--- src/pvs_pkg.sv ---
package pvs_pkg;

  localparam int unsigned ADDR_W = 16;
  localparam int unsigned DATA_W = 16;

  // register offsets
  localparam logic [15:0] OFS_PAIR_B_SKEW = 16'h0091;
  localparam logic [15:0] OFS_PAIR_CD_SKEW = 16'h0092;
  localparam logic [15:0] OFS_RETRAIN = 16'h0093;
  localparam logic [15:0] OFS_LDR_CTRL = 16'hA817;
  localparam logic [15:0] OFS_LDR_STAT = 16'hA818;
  localparam logic [15:0] OFS_LDR_ADDR_LO = 16'hA819;
  localparam logic [15:0] OFS_LDR_ADDR_HI = 16'hA81A;
  localparam logic [15:0] OFS_LDR_WORD_LO = 16'hA81B;
  localparam logic [15:0] OFS_LDR_WORD_HI = 16'hA81C;
  localparam logic [15:0] OFS_LAMP1_EN_LO = 16'hA82C;
  localparam logic [15:0] OFS_LAMP1_FLASH = 16'hA82E;
  localparam logic [15:0] OFS_LAMP2_EN_LO = 16'hA82F;
  localparam logic [15:0] OFS_LAMP2_FLASH = 16'hA831;
  localparam logic [15:0] OFS_LAMP1_EN_EXT = 16'hA8EF;
  localparam logic [15:0] OFS_LAMP2_EN_EXT = 16'hA8F0;

  // field positions
  localparam int unsigned SKEW_W = 7;
  localparam int unsigned SKEW_HI_LSB = 8;
  localparam int unsigned SKEW_LO_LSB = 0;
  localparam int unsigned PEER_CNT_LSB = 11;
  localparam int unsigned LOCAL_CNT_LSB = 6;
  localparam int unsigned RT_CNT_W = 5;
  localparam int unsigned SUPPORTED_BIT = 4;
  localparam int unsigned AGREED_BIT = 3;
  localparam int unsigned SIGSEL_LSB = 1;
  localparam int unsigned ENABLE_BIT = 0;
  localparam int unsigned DONE_BIT = 0;
  localparam int unsigned FLASH_W = 4;

  // reset values and limits
  localparam logic [15:0] LDR_RESET = 16'h0000;
  localparam logic [15:0] EN_RESET = 16'h0000;
  localparam logic [15:0] FLASH_RESET = 16'h0004;
  localparam logic [4:0] RT_CNT_MAX = 5'h1F;
  localparam logic [6:0] SKEW_MAX_CODE = 7'h3F;
  localparam logic [6:0] SKEW_MIN_CODE = 7'h40;

  // timing
  localparam longint unsigned CLK_PERIOD_PS = 100000;
  localparam longint unsigned SKEW_REFRESH_MS = 1000;
  localparam longint unsigned SKEW_REFRESH_CYC =
    (SKEW_REFRESH_MS * 64'd1000000000) / CLK_PERIOD_PS;
  localparam longint unsigned BASE_TICK_PS = 10000;
  localparam logic [7:0] BASE_PER_CLK = 8'(CLK_PERIOD_PS / BASE_TICK_PS);

  typedef enum logic [1:0] {
    PVS_SIG_IDLE,
    PVS_SIG_LOCAL_FAULT,
    PVS_SIG_LINK_INT,
    PVS_SIG_RSVD
  } pvs_sigsel_t;

  typedef struct packed {
    logic [ADDR_W-1:0] addr;
    logic [DATA_W-1:0] wdata;
    logic wr;
    logic rd;
  } pvs_req_t;

  typedef struct packed {
    logic [DATA_W-1:0] ctrl;
    logic [31:0] addr;
    logic [31:0] word;
  } pvs_loader_t;

endpackage

--- src/pvs_regs.sv ---
`timescale 1ns/1ps
// Operation
// - pair B skew, 7-bit signed, bits 14:8, 1.25 ns per step
// - positive skew code means delay, negative means advance versus pair A
// - skew beyond -80..+78.75 ns clamps to extreme code, never wraps
// - every skew field refreshed at least once per second
// - second skew word: pair D at 14:8, pair C at 6:0, 15 and 7 zero
// - peer retrain counter at 15:11 counts up, holds at 31
// - local retrain counter at 10:6 counts up, holds at 31
// - reading retrain word returns counts then clears both counters
// - bit 4 retrain supported, bit 3 retrain agreed, both 0 after reset
// - bits 2:1 select idle, local fault or link interruption to MAC
// - bit 0 enables quick retrain, initial value loaded by firmware
// - done bit 0 set when load finishes; controller polls until set
// - 16-bit loader control word, read-write, resets to zero
// - loader address and data high/low words, read-write, reset zero
// - per lamp low mask enables sources 0 to 15, reset zero
// - per lamp extended mask enables sources 32 to 47, reset zero
// - per lamp 4-bit flash count, reset 4, slow ticks on and off
// - slow tick period is (hi:lo + 1) times 10 ns
module pvs_regs
  import pvs_pkg::*;
#(
  parameter int unsigned SKEW_IN_W = 10,
  parameter longint unsigned REFRESH_CYCLES = SKEW_REFRESH_CYC,
  parameter int unsigned LAMPS = 2
) (
  input wire logic clk,
  input wire logic srst,
  input wire pvs_req_t reg_req,
  output logic [DATA_W-1:0] reg_rdata,
  output logic reg_rvalid,
  input wire logic signed [SKEW_IN_W-1:0] pair_b_meas,
  input wire logic signed [SKEW_IN_W-1:0] pair_c_meas,
  input wire logic signed [SKEW_IN_W-1:0] pair_d_meas,
  input wire logic peer_retrain_evt,
  input wire logic local_retrain_evt,
  input wire logic quick_retrain_supported,
  input wire logic quick_retrain_agreed,
  input wire logic fw_enable_load,
  input wire logic fw_enable_value,
  output pvs_sigsel_t retrain_mac_signal_sel,
  output logic quick_retrain_enable,
  input wire logic loader_done,
  output pvs_loader_t loader_out,
  input wire logic [7:0] lamp_tick_divider_hi,
  input wire logic [15:0] lamp_tick_divider_lo,
  input wire logic [15:0] lamp_src_lo,
  input wire logic [15:0] lamp_src_ext,
  input wire logic [LAMPS-1:0] lamp_blink_mode,
  output logic [LAMPS-1:0] lamp_out
);

  if (SKEW_IN_W < SKEW_W || SKEW_IN_W > 30 || LAMPS != 2 || REFRESH_CYCLES < 2) begin : g_bad_cfg
    $error("pvs_regs: unsupported parameter");
  end

  function automatic logic [6:0] clamp_skew(input logic signed [SKEW_IN_W-1:0] m);
    logic signed [SKEW_IN_W-1:0] hi;
    logic signed [SKEW_IN_W-1:0] lo;
    hi = SKEW_IN_W'(63);
    lo = -SKEW_IN_W'(64);
    if (m > hi) begin
      clamp_skew = SKEW_MAX_CODE;
    end else if (m < lo) begin
      clamp_skew = SKEW_MIN_CODE;
    end else begin
      clamp_skew = m[6:0];
    end
  endfunction

  // decode
  wire wr = reg_req.wr;
  wire rd = reg_req.rd;
  wire [15:0] a = reg_req.addr;
  wire [15:0] wd = reg_req.wdata;
  wire wr_rt = wr && a == OFS_RETRAIN;
  wire rd_rt = rd && a == OFS_RETRAIN;
  wire wr_ctrl = wr && a == OFS_LDR_CTRL;

  // skew refresh
  logic [31:0] refresh_cnt_r;
  logic [6:0] pair_b_lag_r;
  logic [6:0] pair_c_lag_r;
  logic [6:0] pair_d_lag_r;
  wire refresh_tick = refresh_cnt_r == 32'(REFRESH_CYCLES - 1);

  always_ff @(posedge clk) begin
    if (srst || refresh_tick) begin
      refresh_cnt_r <= 32'h0;
    end else begin
      refresh_cnt_r <= refresh_cnt_r + 32'h1;
    end
  end

  always_ff @(posedge clk) begin
    if (srst) begin
      pair_b_lag_r <= 7'h0;
      pair_c_lag_r <= 7'h0;
      pair_d_lag_r <= 7'h0;
    end else if (refresh_tick) begin
      pair_b_lag_r <= clamp_skew(pair_b_meas);
      pair_c_lag_r <= clamp_skew(pair_c_meas);
      pair_d_lag_r <= clamp_skew(pair_d_meas);
    end
  end

  // retrain counters
  logic [4:0] peer_retrain_count_r;
  logic [4:0] local_retrain_count_r;
  logic [4:0] peer_nxt;
  logic [4:0] local_nxt;
  logic supported_r;
  logic agreed_r;

  always_comb begin
    peer_nxt = rd_rt ? 5'h0 : peer_retrain_count_r;
    local_nxt = rd_rt ? 5'h0 : local_retrain_count_r;
    if (peer_retrain_evt && peer_nxt != RT_CNT_MAX) begin
      peer_nxt = peer_nxt + 5'h1;
    end
    if (local_retrain_evt && local_nxt != RT_CNT_MAX) begin
      local_nxt = local_nxt + 5'h1;
    end
  end

  always_ff @(posedge clk) begin
    if (srst) begin
      peer_retrain_count_r <= 5'h0;
      local_retrain_count_r <= 5'h0;
      supported_r <= 1'b0;
      agreed_r <= 1'b0;
      retrain_mac_signal_sel <= PVS_SIG_IDLE;
      quick_retrain_enable <= EN_RESET[0];
    end else begin
      peer_retrain_count_r <= peer_nxt;
      local_retrain_count_r <= local_nxt;
      supported_r <= quick_retrain_supported;
      agreed_r <= quick_retrain_agreed;
      if (wr_rt) begin
        retrain_mac_signal_sel <= pvs_sigsel_t'(wd[SIGSEL_LSB +: 2]);
        quick_retrain_enable <= wd[ENABLE_BIT];
      end else if (fw_enable_load) begin
        quick_retrain_enable <= fw_enable_value;
      end
    end
  end

  // loader words
  logic done_r;

  always_ff @(posedge clk) begin
    if (srst) begin
      loader_out <= '0;
      done_r <= 1'b0;
    end else begin
      if (wr_ctrl) begin
        loader_out.ctrl <= wd;
      end
      if (wr && a == OFS_LDR_ADDR_LO) begin
        loader_out.addr[15:0] <= wd;
      end
      if (wr && a == OFS_LDR_ADDR_HI) begin
        loader_out.addr[31:16] <= wd;
      end
      if (wr && a == OFS_LDR_WORD_LO) begin
        loader_out.word[15:0] <= wd;
      end
      if (wr && a == OFS_LDR_WORD_HI) begin
        loader_out.word[31:16] <= wd;
      end
      // new command clears done; a finish in the same cycle wins
      if (loader_done) begin
        done_r <= 1'b1;
      end else if (wr_ctrl) begin
        done_r <= 1'b0;
      end
    end
  end

  // slow tick from 10 ns base units
  logic [24:0] base_acc_r;
  wire [24:0] tick_len = {1'b0, lamp_tick_divider_hi, lamp_tick_divider_lo} + 25'h1;
  wire [24:0] acc_sum = base_acc_r + 25'(BASE_PER_CLK);
  wire slow_tick = acc_sum >= tick_len;

  always_ff @(posedge clk) begin
    if (srst) begin
      base_acc_r <= 25'h0;
    end else if (slow_tick) begin
      base_acc_r <= acc_sum - tick_len;
    end else begin
      base_acc_r <= acc_sum;
    end
  end

  // lamps
  logic [15:0] en_lo_r [LAMPS];
  logic [15:0] en_ext_r [LAMPS];
  logic [15:0] flash_r [LAMPS];
  logic [FLASH_W-1:0] phase_cnt_r [LAMPS];
  logic [LAMPS-1:0] phase_on_r;
  logic [15:0] ofs_en_lo [LAMPS];
  logic [15:0] ofs_en_ext [LAMPS];
  logic [15:0] ofs_flash [LAMPS];
  assign ofs_en_lo[0] = OFS_LAMP1_EN_LO;
  assign ofs_en_lo[1] = OFS_LAMP2_EN_LO;
  assign ofs_en_ext[0] = OFS_LAMP1_EN_EXT;
  assign ofs_en_ext[1] = OFS_LAMP2_EN_EXT;
  assign ofs_flash[0] = OFS_LAMP1_FLASH;
  assign ofs_flash[1] = OFS_LAMP2_FLASH;

  for (genvar i = 0; i < LAMPS; i++) begin : g_lamp
    wire lit = |(lamp_src_lo & en_lo_r[i]) || |(lamp_src_ext & en_ext_r[i]);
    wire [FLASH_W-1:0] lamp_flash_count = flash_r[i][FLASH_W-1:0];
    wire phase_end = phase_cnt_r[i] + 4'h1 >= lamp_flash_count;

    always_ff @(posedge clk) begin
      if (srst) begin
        en_lo_r[i] <= EN_RESET;
        en_ext_r[i] <= EN_RESET;
        flash_r[i] <= FLASH_RESET;
      end else if (wr) begin
        if (a == ofs_en_lo[i]) begin
          en_lo_r[i] <= wd;
        end
        if (a == ofs_en_ext[i]) begin
          en_ext_r[i] <= wd;
        end
        if (a == ofs_flash[i]) begin
          flash_r[i] <= wd;
        end
      end
    end

    always_ff @(posedge clk) begin
      if (srst) begin
        phase_cnt_r[i] <= 4'h0;
        phase_on_r[i] <= 1'b1;
      end else if (slow_tick) begin
        if (phase_end) begin
          phase_cnt_r[i] <= 4'h0;
          phase_on_r[i] <= !phase_on_r[i];
        end else begin
          phase_cnt_r[i] <= phase_cnt_r[i] + 4'h1;
        end
      end
    end

    always_ff @(posedge clk) begin
      if (srst) begin
        lamp_out[i] <= 1'b0;
      end else begin
        lamp_out[i] <= lit && (!lamp_blink_mode[i] || phase_on_r[i]);
      end
    end
  end

  // read mux
  logic [15:0] rd_mux;

  always_comb begin
    rd_mux = 16'h0;
    unique case (a)
      OFS_PAIR_B_SKEW: rd_mux = {1'b0, pair_b_lag_r, 8'h00};
      OFS_PAIR_CD_SKEW: rd_mux = {1'b0, pair_d_lag_r, 1'b0, pair_c_lag_r};
      OFS_RETRAIN: rd_mux = {peer_retrain_count_r, local_retrain_count_r, 1'b0,
        supported_r, agreed_r, retrain_mac_signal_sel, quick_retrain_enable};
      OFS_LDR_CTRL: rd_mux = loader_out.ctrl;
      OFS_LDR_STAT: rd_mux = {15'h0000, done_r};
      OFS_LDR_ADDR_LO: rd_mux = loader_out.addr[15:0];
      OFS_LDR_ADDR_HI: rd_mux = loader_out.addr[31:16];
      OFS_LDR_WORD_LO: rd_mux = loader_out.word[15:0];
      OFS_LDR_WORD_HI: rd_mux = loader_out.word[31:16];
      OFS_LAMP1_EN_LO: rd_mux = en_lo_r[0];
      OFS_LAMP2_EN_LO: rd_mux = en_lo_r[1];
      OFS_LAMP1_EN_EXT: rd_mux = en_ext_r[0];
      OFS_LAMP2_EN_EXT: rd_mux = en_ext_r[1];
      OFS_LAMP1_FLASH: rd_mux = flash_r[0];
      OFS_LAMP2_FLASH: rd_mux = flash_r[1];
      default: rd_mux = 16'h0;
    endcase
  end

  always_ff @(posedge clk) begin
    if (srst) begin
      reg_rdata <= 16'h0;
      reg_rvalid <= 1'b0;
    end else begin
      reg_rvalid <= rd;
      if (rd) begin
        reg_rdata <= rd_mux;
      end
    end
  end
endmodule

--- config.mk ---
export PLATFORM = sky130hd
export DESIGN_NAME = pvs_regs
export DESIGN_NICKNAME = d
export VERILOG_FILES = /design/src/pvs_pkg.sv /design/src/pvs_regs.sv
export SDC_FILE = /design/constraint.sdc
export NUM_CORES = 1
export LEC_CHECK = 0
export BUFFER_PORTS_ARGS = -buffer_cell sky130_fd_sc_hd__clkbuf_2
export CORE_ASPECT_RATIO = 1.25
export CORE_MARGIN = 2
export CORE_UTILIZATION = 58
export CTS_CLUSTER_DIAMETER = 30
export DETAILED_ROUTE_END_ITERATION = 8
export GPL_ROUTABILITY_DRIVEN = 1
export PLACE_DENSITY = 0.78
export SLEW_MARGIN = 20
export SYNTH_ARGS = -nofsm -noshare
export SYNTH_HDL_FRONTEND = slang
export SYNTH_SLANG_ARGS = --single-unit
--- constraint.sdc ---
create_clock -name clk -period 5.11 [get_ports clk]
set_input_delay 1.533 -clock clk [delete_from_list [all_inputs] [get_ports clk]]
set_output_delay 1.533 -clock clk [all_outputs]
set_load 0.03 [all_outputs]
Word level (Yosys, flattened, before mapping)
Memory sizes are Yosys's and may differ from the RTL's.
Index checks and enable logic that the tools add are counted.
{"block": "classes", "n_addsub": 8, "shift": 0, "div": 0, "bitwise": 14, "mux": 68, "order_cmp": 9, "eq_ne": 18, "mul": 0, "reduce_logical": 28}
{"cell": "$pmux 16 s15", "count": 1}
{"cell": "$eq 16x16->1 const B", "count": 12}
{"cell": "$mux 16", "count": 6}
{"cell": "$and 16x16->16", "count": 4}
{"cell": "$reduce_or 16->1", "count": 4}
{"cell": "$eq 16x8->1 const B", "count": 3}
{"cell": "$mux 1", "count": 46}
{"cell": "$mux 7", "count": 6}
{"cell": "$add 32x1->32 const B", "count": 1}
{"cell": "$eq 32x24->1 const B", "count": 1}
{"cell": "$gt 10x7->1 const B", "count": 3}
{"cell": "$lt 10x7->1 const B", "count": 3}
{"cell": "$add 24x1->25 const B", "count": 1}
{"cell": "$add 25x4->25 const B", "count": 1}
{"cell": "$ge 25x25->1", "count": 1}
{"cell": "$mux 25", "count": 1}
{"cell": "$sub 25x25->25", "count": 1}
{"cell": "$mux 5", "count": 4}
{"cell": "$mux 4", "count": 4}
{"cell": "$logic_and 1x1->1", "count": 11}
{"cell": "$add 5x1->5 const B", "count": 2}
{"cell": "$ne 5x5->1 const B", "count": 2}
{"cell": "$or 1x1->1", "count": 10}
{"cell": "$add 4x1->4 const B", "count": 2}
{"cell": "other kinds (5)", "count": 15}
{"block": "word_totals", "inputBits": 131, "output_inout_bits": 102, "rom_bits": 0, "latch_bits": 0, "mem_count": 4, "regBits": 195, "word_cells": 172, "ramBits": 104}
{"name": "en_ext_r", "depth": 2, "width": 16, "rd": 2, "rd_ports_with_merged_regs": 0, "wr": 2, "line_no": "pvs_regs.sv:199", "text": "logic [15:0] en_ext_r [LAMPS];"}
{"name": "en_lo_r", "depth": 2, "width": 16, "rd": 2, "rd_ports_with_merged_regs": 0, "wr": 2, "line_no": "pvs_regs.sv:198", "text": "logic [15:0] en_lo_r [LAMPS];"}
{"name": "flash_r", "depth": 2, "width": 16, "rd": 2, "rd_ports_with_merged_regs": 0, "wr": 2, "line_no": "pvs_regs.sv:200", "text": "logic [15:0] flash_r [LAMPS];"}
{"name": "phase_cnt_r", "depth": 2, "width": 4, "rd": 2, "rd_ports_with_merged_regs": 0, "wr": 2, "line_no": "pvs_regs.sv:201", "text": "logic [FLASH_W-1:0] phase_cnt_r [LAMPS];"}

Longest topological paths before layout
Gate-level depths: netlist (run 1).
An unclocked memory read counts as a cell.
{"block": "logic_depth", "depth_word": 9, "mapped_depth": 20, "depth_no_buf": 17}

Least setup slack after synthesis (run 1)
OpenSTA, ideal clock, no wires.
{"block": "synth_path", "kind": "input -> register", "startpoint": "input lamp_tick_divider_lo[0]", "endpoint": "memory phase_cnt_r[0][0], enable pin", "path_slack_ns": 0.404, "setup_time_ns": 0.307, "arrival_ns": 4.399, "required_time_ns": 4.803, "path_stages": 18, "n_path_buf": 2, "path_cell_list": "ha_1 -> nand2_1 -> nor3_1 -> and2_1 -> inv_1 -> nor2_1 -> xnor2_1 -> ha_1 -> clkbuf_1 -> and4_1 -> nand4_1 -> nor2_1 -> nand4_1 -> nand2_1 -> a211oi_4 -> or2_2 -> buf_2 -> nand2_1"}
{"item": "from (decl)", "line_no": "pvs_regs.sv:47", "text": "input wire logic [15:0] lamp_tick_divider_lo,"}
{"item": "to (decl)", "line_no": "pvs_regs.sv:201"}

Worst setup path in the final report (run 1)
{"block": "layout_path", "startpoint": "input lamp_tick_divider_lo[0]", "endpoint": "register base_acc_r[13]"}
{"block": "layout_between", "elab_chain_len": 3, "elab_cells_between_ends": 4}
{"item": "$add 24x1->25 (*)", "line_no": "pvs_regs.sv:183", "text": "wire [24:0] tick_len = {1'b0, lamp_tick_divider_hi, lamp_tick_divider_lo} + 25'h1;"}
{"item": "$sub 25x25->25 or $ge 25x25->1 (tied branches)", "line_no": "pvs_regs.sv:191, pvs_regs.sv:185"}
{"item": "$mux 25 (*)", "line_no": "pvs_regs.sv:190", "text": "end else if (slow_tick) begin"}
{"item": "to (signal assigned)", "line_no": "pvs_regs.sv:191", "text": "base_acc_r <= acc_sum - tick_len;"}
{"item": "to (signal assigned)", "line_no": "pvs_regs.sv:193", "text": "base_acc_r <= acc_sum;"}
{"item": "to (decl)", "line_no": "pvs_regs.sv:182", "text": "logic [24:0] base_acc_r;"}
Every way passes the cells marked *; elsewhere a longest branch is shown, timed or not.
A chain may end at the register's enable or synchronous reset.

==> run metrics, run 1 <==
slew margin rel.=41.7%; DPL Wire Length=36300 microns; final setup fails=0; EDFF count, synth=104; sequential-to-total area share from yosys stat=45.5%; first-pass GRT wire length=77900 microns; commonest cells after routing, fill and taps aside=nand2_1 (315), clkbuf_2 (231), dfxtp_1 (195); vias in the first global route=14200; DR vias=14500; CTS tree=done; DR vias/cell=6.21; fin crit share=89.7%; Comb pwr share=7.0%; core region area=26100 sq um; Yosys top cell by area=dfxtp_1; Internal=4.91 mW; power per cell area=350 nW/um^2; # rows=66; average size of a mapped cell=8.94 sq um; share of layout cells above drive strength 1=20.1%; CTS H-Tree Depth=2; asr flop ratio synth=0%; # nets final=2130; die area=27900 sq um; worst hold path class=register to register; Synth Flop Type=dfxtp_1; Data arrival, critical path=4.99 ns; WS Path Type=primary input to register; mapped cell area=15400 sq um; Final Max Slew Viols=0; Tot GR Track Use=35.8%; switching share of power=24.8%; Max Clock Skew=0.0166 ns; worst-path cell chain=clkbuf_2 > ha_1 > nand2_1 > nor3_1 > buf_4 > and2_1 > inv_1 > nor2_1 > xnor2_1 > ha_1 > and4_1 > nand4_1 > nor2_1 > nand4_1 > nand2_1 > a211oi_4 > nor2_2 > buf_12 > mux2i_1 > nor2_1; cts repair resizes=0; placed inst area=16900 sq um; slew of the pin with the lowest slew margin=0.874 ns; CP peak stage delay=0.45 ns; gpl congestion=0.997; Synth area leaders=dfxtp_1 (25%), edfxtp_1 (20%), nand2_1 (7.7%), a21oi_1 (4.6%), and2_1 (4.4%); Reg clk slew, reported paths=0.05 ns; Post CTS Setup Buffer Count=0; post-route antenna net violation count=0; CP max stage cell=nor2_2; final core occ=71.6%; endpoint class of the critical path=register; largest net degree at the start of global routing=81; WL final=51100 microns; hold-fix buffer count after cts=0; port buffer count=232; ant diodes=0; worst path buffer plus inverter count=4; chip width=150 microns; CP startpoint kind=primary input; setup TNS=0 ns; Max-cap violations=0; unrepaired setup endpoints after global routing=no; maximum vdd drop=301 uV; Ports=233; status=completed; family with the most delay on the worst path=simple AND/OR/NAND/NOR gates; CTS root buf=clkbuf_16; die height=186 microns; initial antenna violation count=1; post-synth top area share=25.3%; P_sw=1.62 mW; Clock Tree Buf Depth=3; Clk pwr share=53.9%; Required @ worst endpoint=5.52 ns; Ys Warns=0; Synth Register Bits=299; worst-path fanout max=21; Max Clk Rate=218 MHz; DRC Markers=0; count of cell types in the netlist=65; total gr overflow=0; Leak=7.36 nW; hold_ws=0.442 ns; Avg WL per Cell=21.8 microns; Critical Path Most Common Cell=nor2_1; CTS Sinks=299; Final Critical Period=4.58 ns; leading cell type in the layout, fill and taps excluded=nand2_1; Gate Count Post-Synth=1726; Post-Syn Nets=1900; Iter 0 DRT Violations=1502; Seq pwr share=39.1%; worst skew pair latency=0.56 ns; CTS Buf Count=51; Final Hold Viols=0; Syn-to-layout area delta=21.0%; design area=18700 sq um; Starting Density=59.2%; DRT Pass-1 Iters=6
path summary, 6_finish.rpt:
check | cells after the start | endpoint | slack (ns) | start
worst min register to register | 1 | refresh_cnt_r[0]$_SDFF_PP0_ | 0.44 | refresh_cnt_r[0]$_SDFF_PP0_
worst max register to register | 17 | base_acc_r[13]$_SDFF_PP0_ | 0.92 | base_acc_r[7]$_SDFF_PP0_
worst max-delay path | 20 | base_acc_r[13]$_SDFF_PP0_ | 0.53 | lamp_tick_divider_lo[0]
worst min-delay path | 1 | refresh_cnt_r[0]$_SDFF_PP0_ | 0.44 | refresh_cnt_r[0]$_SDFF_PP0_
power by group through the flow:
stage | Combinational (mW) | Clock [mW] | Sequential (mW)
2_1_floorplan | 0.269 | 0 | 2.59
3_3_place_gp | 0.434 | 0 | 2.60
3_5_place_dp | 0.441 | 0 | 2.60
4_1_cts | 0.446 | 3.52 | 2.55
5_1_grt | 0.493 | 3.63 | 2.56
6_report | 0.457 | 3.52 | 2.55
layout make-up:
class                      instances  area [sq um]
sequential                       299          7030
clock inverter                    41           444
multi-input combinational       1310          7910
timing repair buffer             266          1430
clock buffer                      55          1330
tap                              340           425
inverter                          28           105
fill                            1995          7420
layer usage:
layer,share of wire (%),vias to the layer above,GRT usage [%]
li1,-,6586,-
met1,36,6867,42.8
met2,48,890,59.5
met3,10,192,7.41
met4,6.2,0,20.2
met5,0,-,0
worst register-to-register path: cells and delay by family, from the launching register on:
family / cells / cell delay [ns]
adder cells (fa/ha/maj): 1 / 0.20
XOR/XNOR: 1 / 0.30
flip-flops: 1 / 0.40
multiplexers: 1 / 0.21
AO/OA/AOI/OAI: 1 / 0.06
AND/OR/NAND/NOR: 12 / 2.64
buffers and inverters: 1 / 0.24
flip-flops by register name, indices dropped and copies added (netlist names), 8 cells and up:
| name | flops |
|---|---|
| flash_r | 32 |
| refresh_cnt_r | 32 |
| base_acc_r | 25 |
| en_ext_r | 32 |
| loader_out | 80 |
| phase_cnt_r | 8 |
| reg_rdata | 16 |
| en_lo_r | 32 |
per-stage QoR:
stage | total power [mW] | instances | setup slack (ns)
2_1_floorplan | 2.86 | 1726 | 0.404
3_3_place_gp | 3.03 | 2243 | 0.150
3_5_place_dp | 3.04 | 2243 | 0.00975
4_1_cts | 6.52 | 2339 | 0.581
5_1_grt | 6.68 | 2339 | 0.195
6_report | 6.53 | 2339 | 0.528
Yosys cell counts (3+ instances only):
cell type and number:
or2_2 3, dfxtp_1 195, a31oi_1 4, a221oi_1 29
nor4b_1 4, mux2_2 24, xor2_1 50, and2_1 109
o21ai_1 3, o21bai_1 7, nand4_1 25, nand2_1 315
a21o_1 14, edfxtp_1 104, or3_1 8, a22oi_1 59
a22o_1 24, mux2i_1 16, clkbuf_1 66, o221ai_1 3
and4_1 6, inv_1 28, and3_1 19, nor3_1 21
o21a_1 4, nor2b_1 18, buf_6 5, a222oi_1 11
o311ai_0 3, nor2_2 7, nand2b_1 10, a211oi_1 7
ha_1 42, nor2_1 135, xnor2_1 50, buf_2 16
a21oi_1 143, nor4_1 5, nand3_1 50, o31ai_1 3
o21ai_0 52
cells by family after synthesis:
logic type,Yosys count,synth area share (%)
adder cells (fa/ha/maj),43,3.53
buffers and inverters,117,3.25
flip-flops,299,45.5
AND/OR/NAND/NOR,750,23.2
multiplexers,40,2.79
XOR/XNOR,100,5.67
AO/OA/AOI/OAI,377,16.1
No activity file was read; power rests on OpenSTA's default activity.
==> run 2, diff against run 1 <==
CELL_PAD_IN_SITES_DETAIL_PLACEMENT = 0   (was default)
CELL_PAD_IN_SITES_GLOBAL_PLACEMENT = 1   (was default)
CORE_UTILIZATION = 44   (was 58)
==> run 2 against run 1 <==
Against the previous run:
- clock skew rose by 0.015 ns
- sequential power hardly changed
- clock power up 18%
- largest cell class unchanged
- first-iteration DRC count shrank 14%
- combinational power about the same
- power grew 9.8%
- core utilization shrank 16 points
- cell area rose by 3.1%
- hold slack improved by 0.0027 ns
- cell count increased by 6.3%
- sequential cell count unchanged
==> run metrics, run 2 (synthesis results as in run 1) <==
status=completed (unchanged); worst skew pair latency=0.59 ns (was 0.56 ns); Reg with most FFs=loader_out (unchanged); CTS tree=done (unchanged); Fill cells=3172 (was 1995); Comb pwr share=6.4% (was 7.0%); maximum vdd drop=255 uV (was 301 uV); Max Clock Skew=0.0311 ns (was 0.0166 ns); GRT met3 Usage=5.81% (was 7.41%); Max Clk Rate=216 MHz (was 218 MHz); CTS H-Tree Depth=2 (unchanged); ant diodes=0 (unchanged); die area=36600 sq um (was 27900 sq um); hold-fix buffer count after cts=0 (unchanged); CTS root buf=clkbuf_16 (unchanged); first-pass GRT wire length=80700 microns (was 77900 microns); unrepaired setup endpoints after global routing=no (unchanged); share of layout cells above drive strength 1=20.9% (was 20.1%); CP startpoint kind=primary input (unchanged); Clock Tree Buf Depth=3 (unchanged); endpoint class of the critical path=register (unchanged); # rows=76 (was 66); worst hold path class=register to register (unchanged); gr busiest metal=met2 (unchanged); core region area=34500 sq um (was 26100 sq um); multi-input logic area=7910 sq um (unchanged); Post-Place Cells=2377 (was 2243); vias in the first global route=13900 (was 14200); met2 Use GR=49.8% (was 59.5%); die height=213 microns (was 186 microns); Internal=5.54 mW (was 4.91 mW); port buffer count=232 (unchanged); DR vias/cell=5.71 (was 6.21); largest net degree at the start of global routing=69 (was 81); switching share of power=22.8% (was 24.8%); DRT Pass-1 Iters=6 (unchanged); Post CTS Setup Buffer Count=0 (unchanged); worst-path fanout max=10 (was 21); worst slack, placed=-0.0543 ns (was 0.00975 ns); # nets final=2143 (was 2130); Final WS setup=0.485 ns (was 0.528 ns); cts repair resizes=0 (unchanged); met1 Usage GRT=35.1% (was 42.8%); Data arrival, critical path=5.09 ns (was 4.99 ns); Avg WL per Cell=21.6 microns (was 21.8 microns); Clk pwr share=57.9% (was 53.9%); commonest cells after routing, fill and taps aside=nand2_1 (315), clkbuf_2 (231), dfxtp_1 (195) (unchanged); DPL Wire Length=39200 microns (was 36300 microns); Final Critical Period=4.62 ns (was 4.58 ns); Reg clk slew, reported paths=0.05 ns (about the same); final core occ=55.8% (was 71.6%); leading cell type in the layout, fill and taps excluded=nand2_1 (unchanged); power per cell area=373 nW/um^2 (was 350 nW/um^2); post-route antenna net violation count=0 (unchanged); Syn-to-layout area delta=24.7% (was 21.0%); WS Path Type=primary input to register (unchanged); slew of the pin with the lowest slew margin=0.992 ns (was 0.874 ns); slew margin rel.=33.6% (was 41.7%); Final Hold Viols=0 (unchanged); Starting Density=44.7% (was 59.2%); Max-cap violations=0 (unchanged); WL final=53600 microns (was 51100 microns); max reg flops=80 (unchanged); initial antenna violation count=0 (was 1); Non-Filler Instances=2486 (was 2339); Required @ worst endpoint=5.58 ns (was 5.52 ns); P_sw=1.64 mW (was 1.62 mW); DR vias=14200 (was 14500); Iter 0 DRT Violations=1289 (was 1502); hold_ws=0.445 ns (was 0.442 ns); DRC Markers=0 (unchanged); Final Max Slew Viols=0 (unchanged); CTS Buf Count=58 (was 51); Seq pwr share=35.7% (was 39.1%); gpl congestion=0.935 (was 0.997); fin crit share=90.5% (was 89.7%); Tot GR Track Use=29.2% (was 35.8%); Reg area=7030 sq um (unchanged); CTS Sinks=299 (unchanged); chip width=172 microns (was 150 microns); total gr overflow=0 (unchanged); total power=7.17 mW (was 6.53 mW); Ports=233 (unchanged); Leak=7.57 nW (was 7.36 nW); final setup fails=0 (unchanged)
-- run 2: cell types whose count changed in the layout (fill, tap and decap cells not counted), sizes merged --
| cell | before | now |
|---|---|---|
| bufinv | 6 | 13 |
| clkinv | 14 | 19 |
| inv | 40 | 29 |
| buf | 35 | 41 |
| clkbuf | 286 | 300 |
| clkinvlp | 9 | 7 |
-- run 2: layer usage --
| metal | share of wire (%) | up-vias |
|---|---|---|
| met5 | 0 | - |
| met3 | 7.1 | 131 |
| met2 | 49 | 586 |
| li1 | - | 6625 |
| met4 | 4.8 | 0 |
| met1 | 39 | 6848 |
-- run 2: through the flow --
step	instance area [sq um]	TNS, ns
finish	19300	0
global route	19300	0
CTS	19200	0
detailed placement	17100	-0.297
global placement	17100	0
floorplan	15400	0
-- run 2: layout make-up --
type	count	area share, %
clock buffers	69	8.18
clock inverters	40	2.96
inverters	28	0.546
multi-input cells	1310	41.1
flip-flops and latches	299	36.5
well taps	468	3.04
repair buffers	272	7.67
-- run 2: worst paths after layout --
path	startpoint	end	slack, ns	cells past startpoint
max	lamp_tick_divider_lo[0]	base_acc_r[22]$_SDFF_PP0_	0.49	20
min reg2reg	refresh_cnt_r[0]$_SDFF_PP0_	refresh_cnt_r[0]$_SDFF_PP0_	0.44	1
min	refresh_cnt_r[0]$_SDFF_PP0_	refresh_cnt_r[0]$_SDFF_PP0_	0.44	1
max reg2reg	base_acc_r[1]$_SDFF_PP0_	base_acc_r[7]$_SDFF_PP0_	0.99	17
-- run 2: power groups by stage --
| stage | Combinational, mW | Sequential (mW) | Clock [mW] |
|---|---|---|---|
| after floorplan | 0.269 | 2.59 | 0 |
| after global placement | 0.453 | 2.60 | 0 |
| after detailed placement | 0.455 | 2.60 | 0 |
| after CTS | 0.457 | 2.56 | 4.18 |
| after global routing | 0.500 | 2.56 | 4.30 |
| final | 0.460 | 2.56 | 4.15 |
-- run 2: worst max-delay path, cell delays in order --
cell	delay, ns
clkbuf_2	0.10
ha_1	0.20
nand2_1	0.09
nor3_1	0.20
buf_4	0.16
and2_1	0.21
nand2_1	0.09
xor2_1	0.16
ha_1	0.33
a211o_1	0.28
nor2_1	0.09
nand2_1	0.05
a31oi_1	0.27
o31ai_2	0.17
a211oi_4	0.32
buf_4	0.17
or2_2	0.25
buf_4	0.17
nand2_1	0.07
a21oi_1	0.18
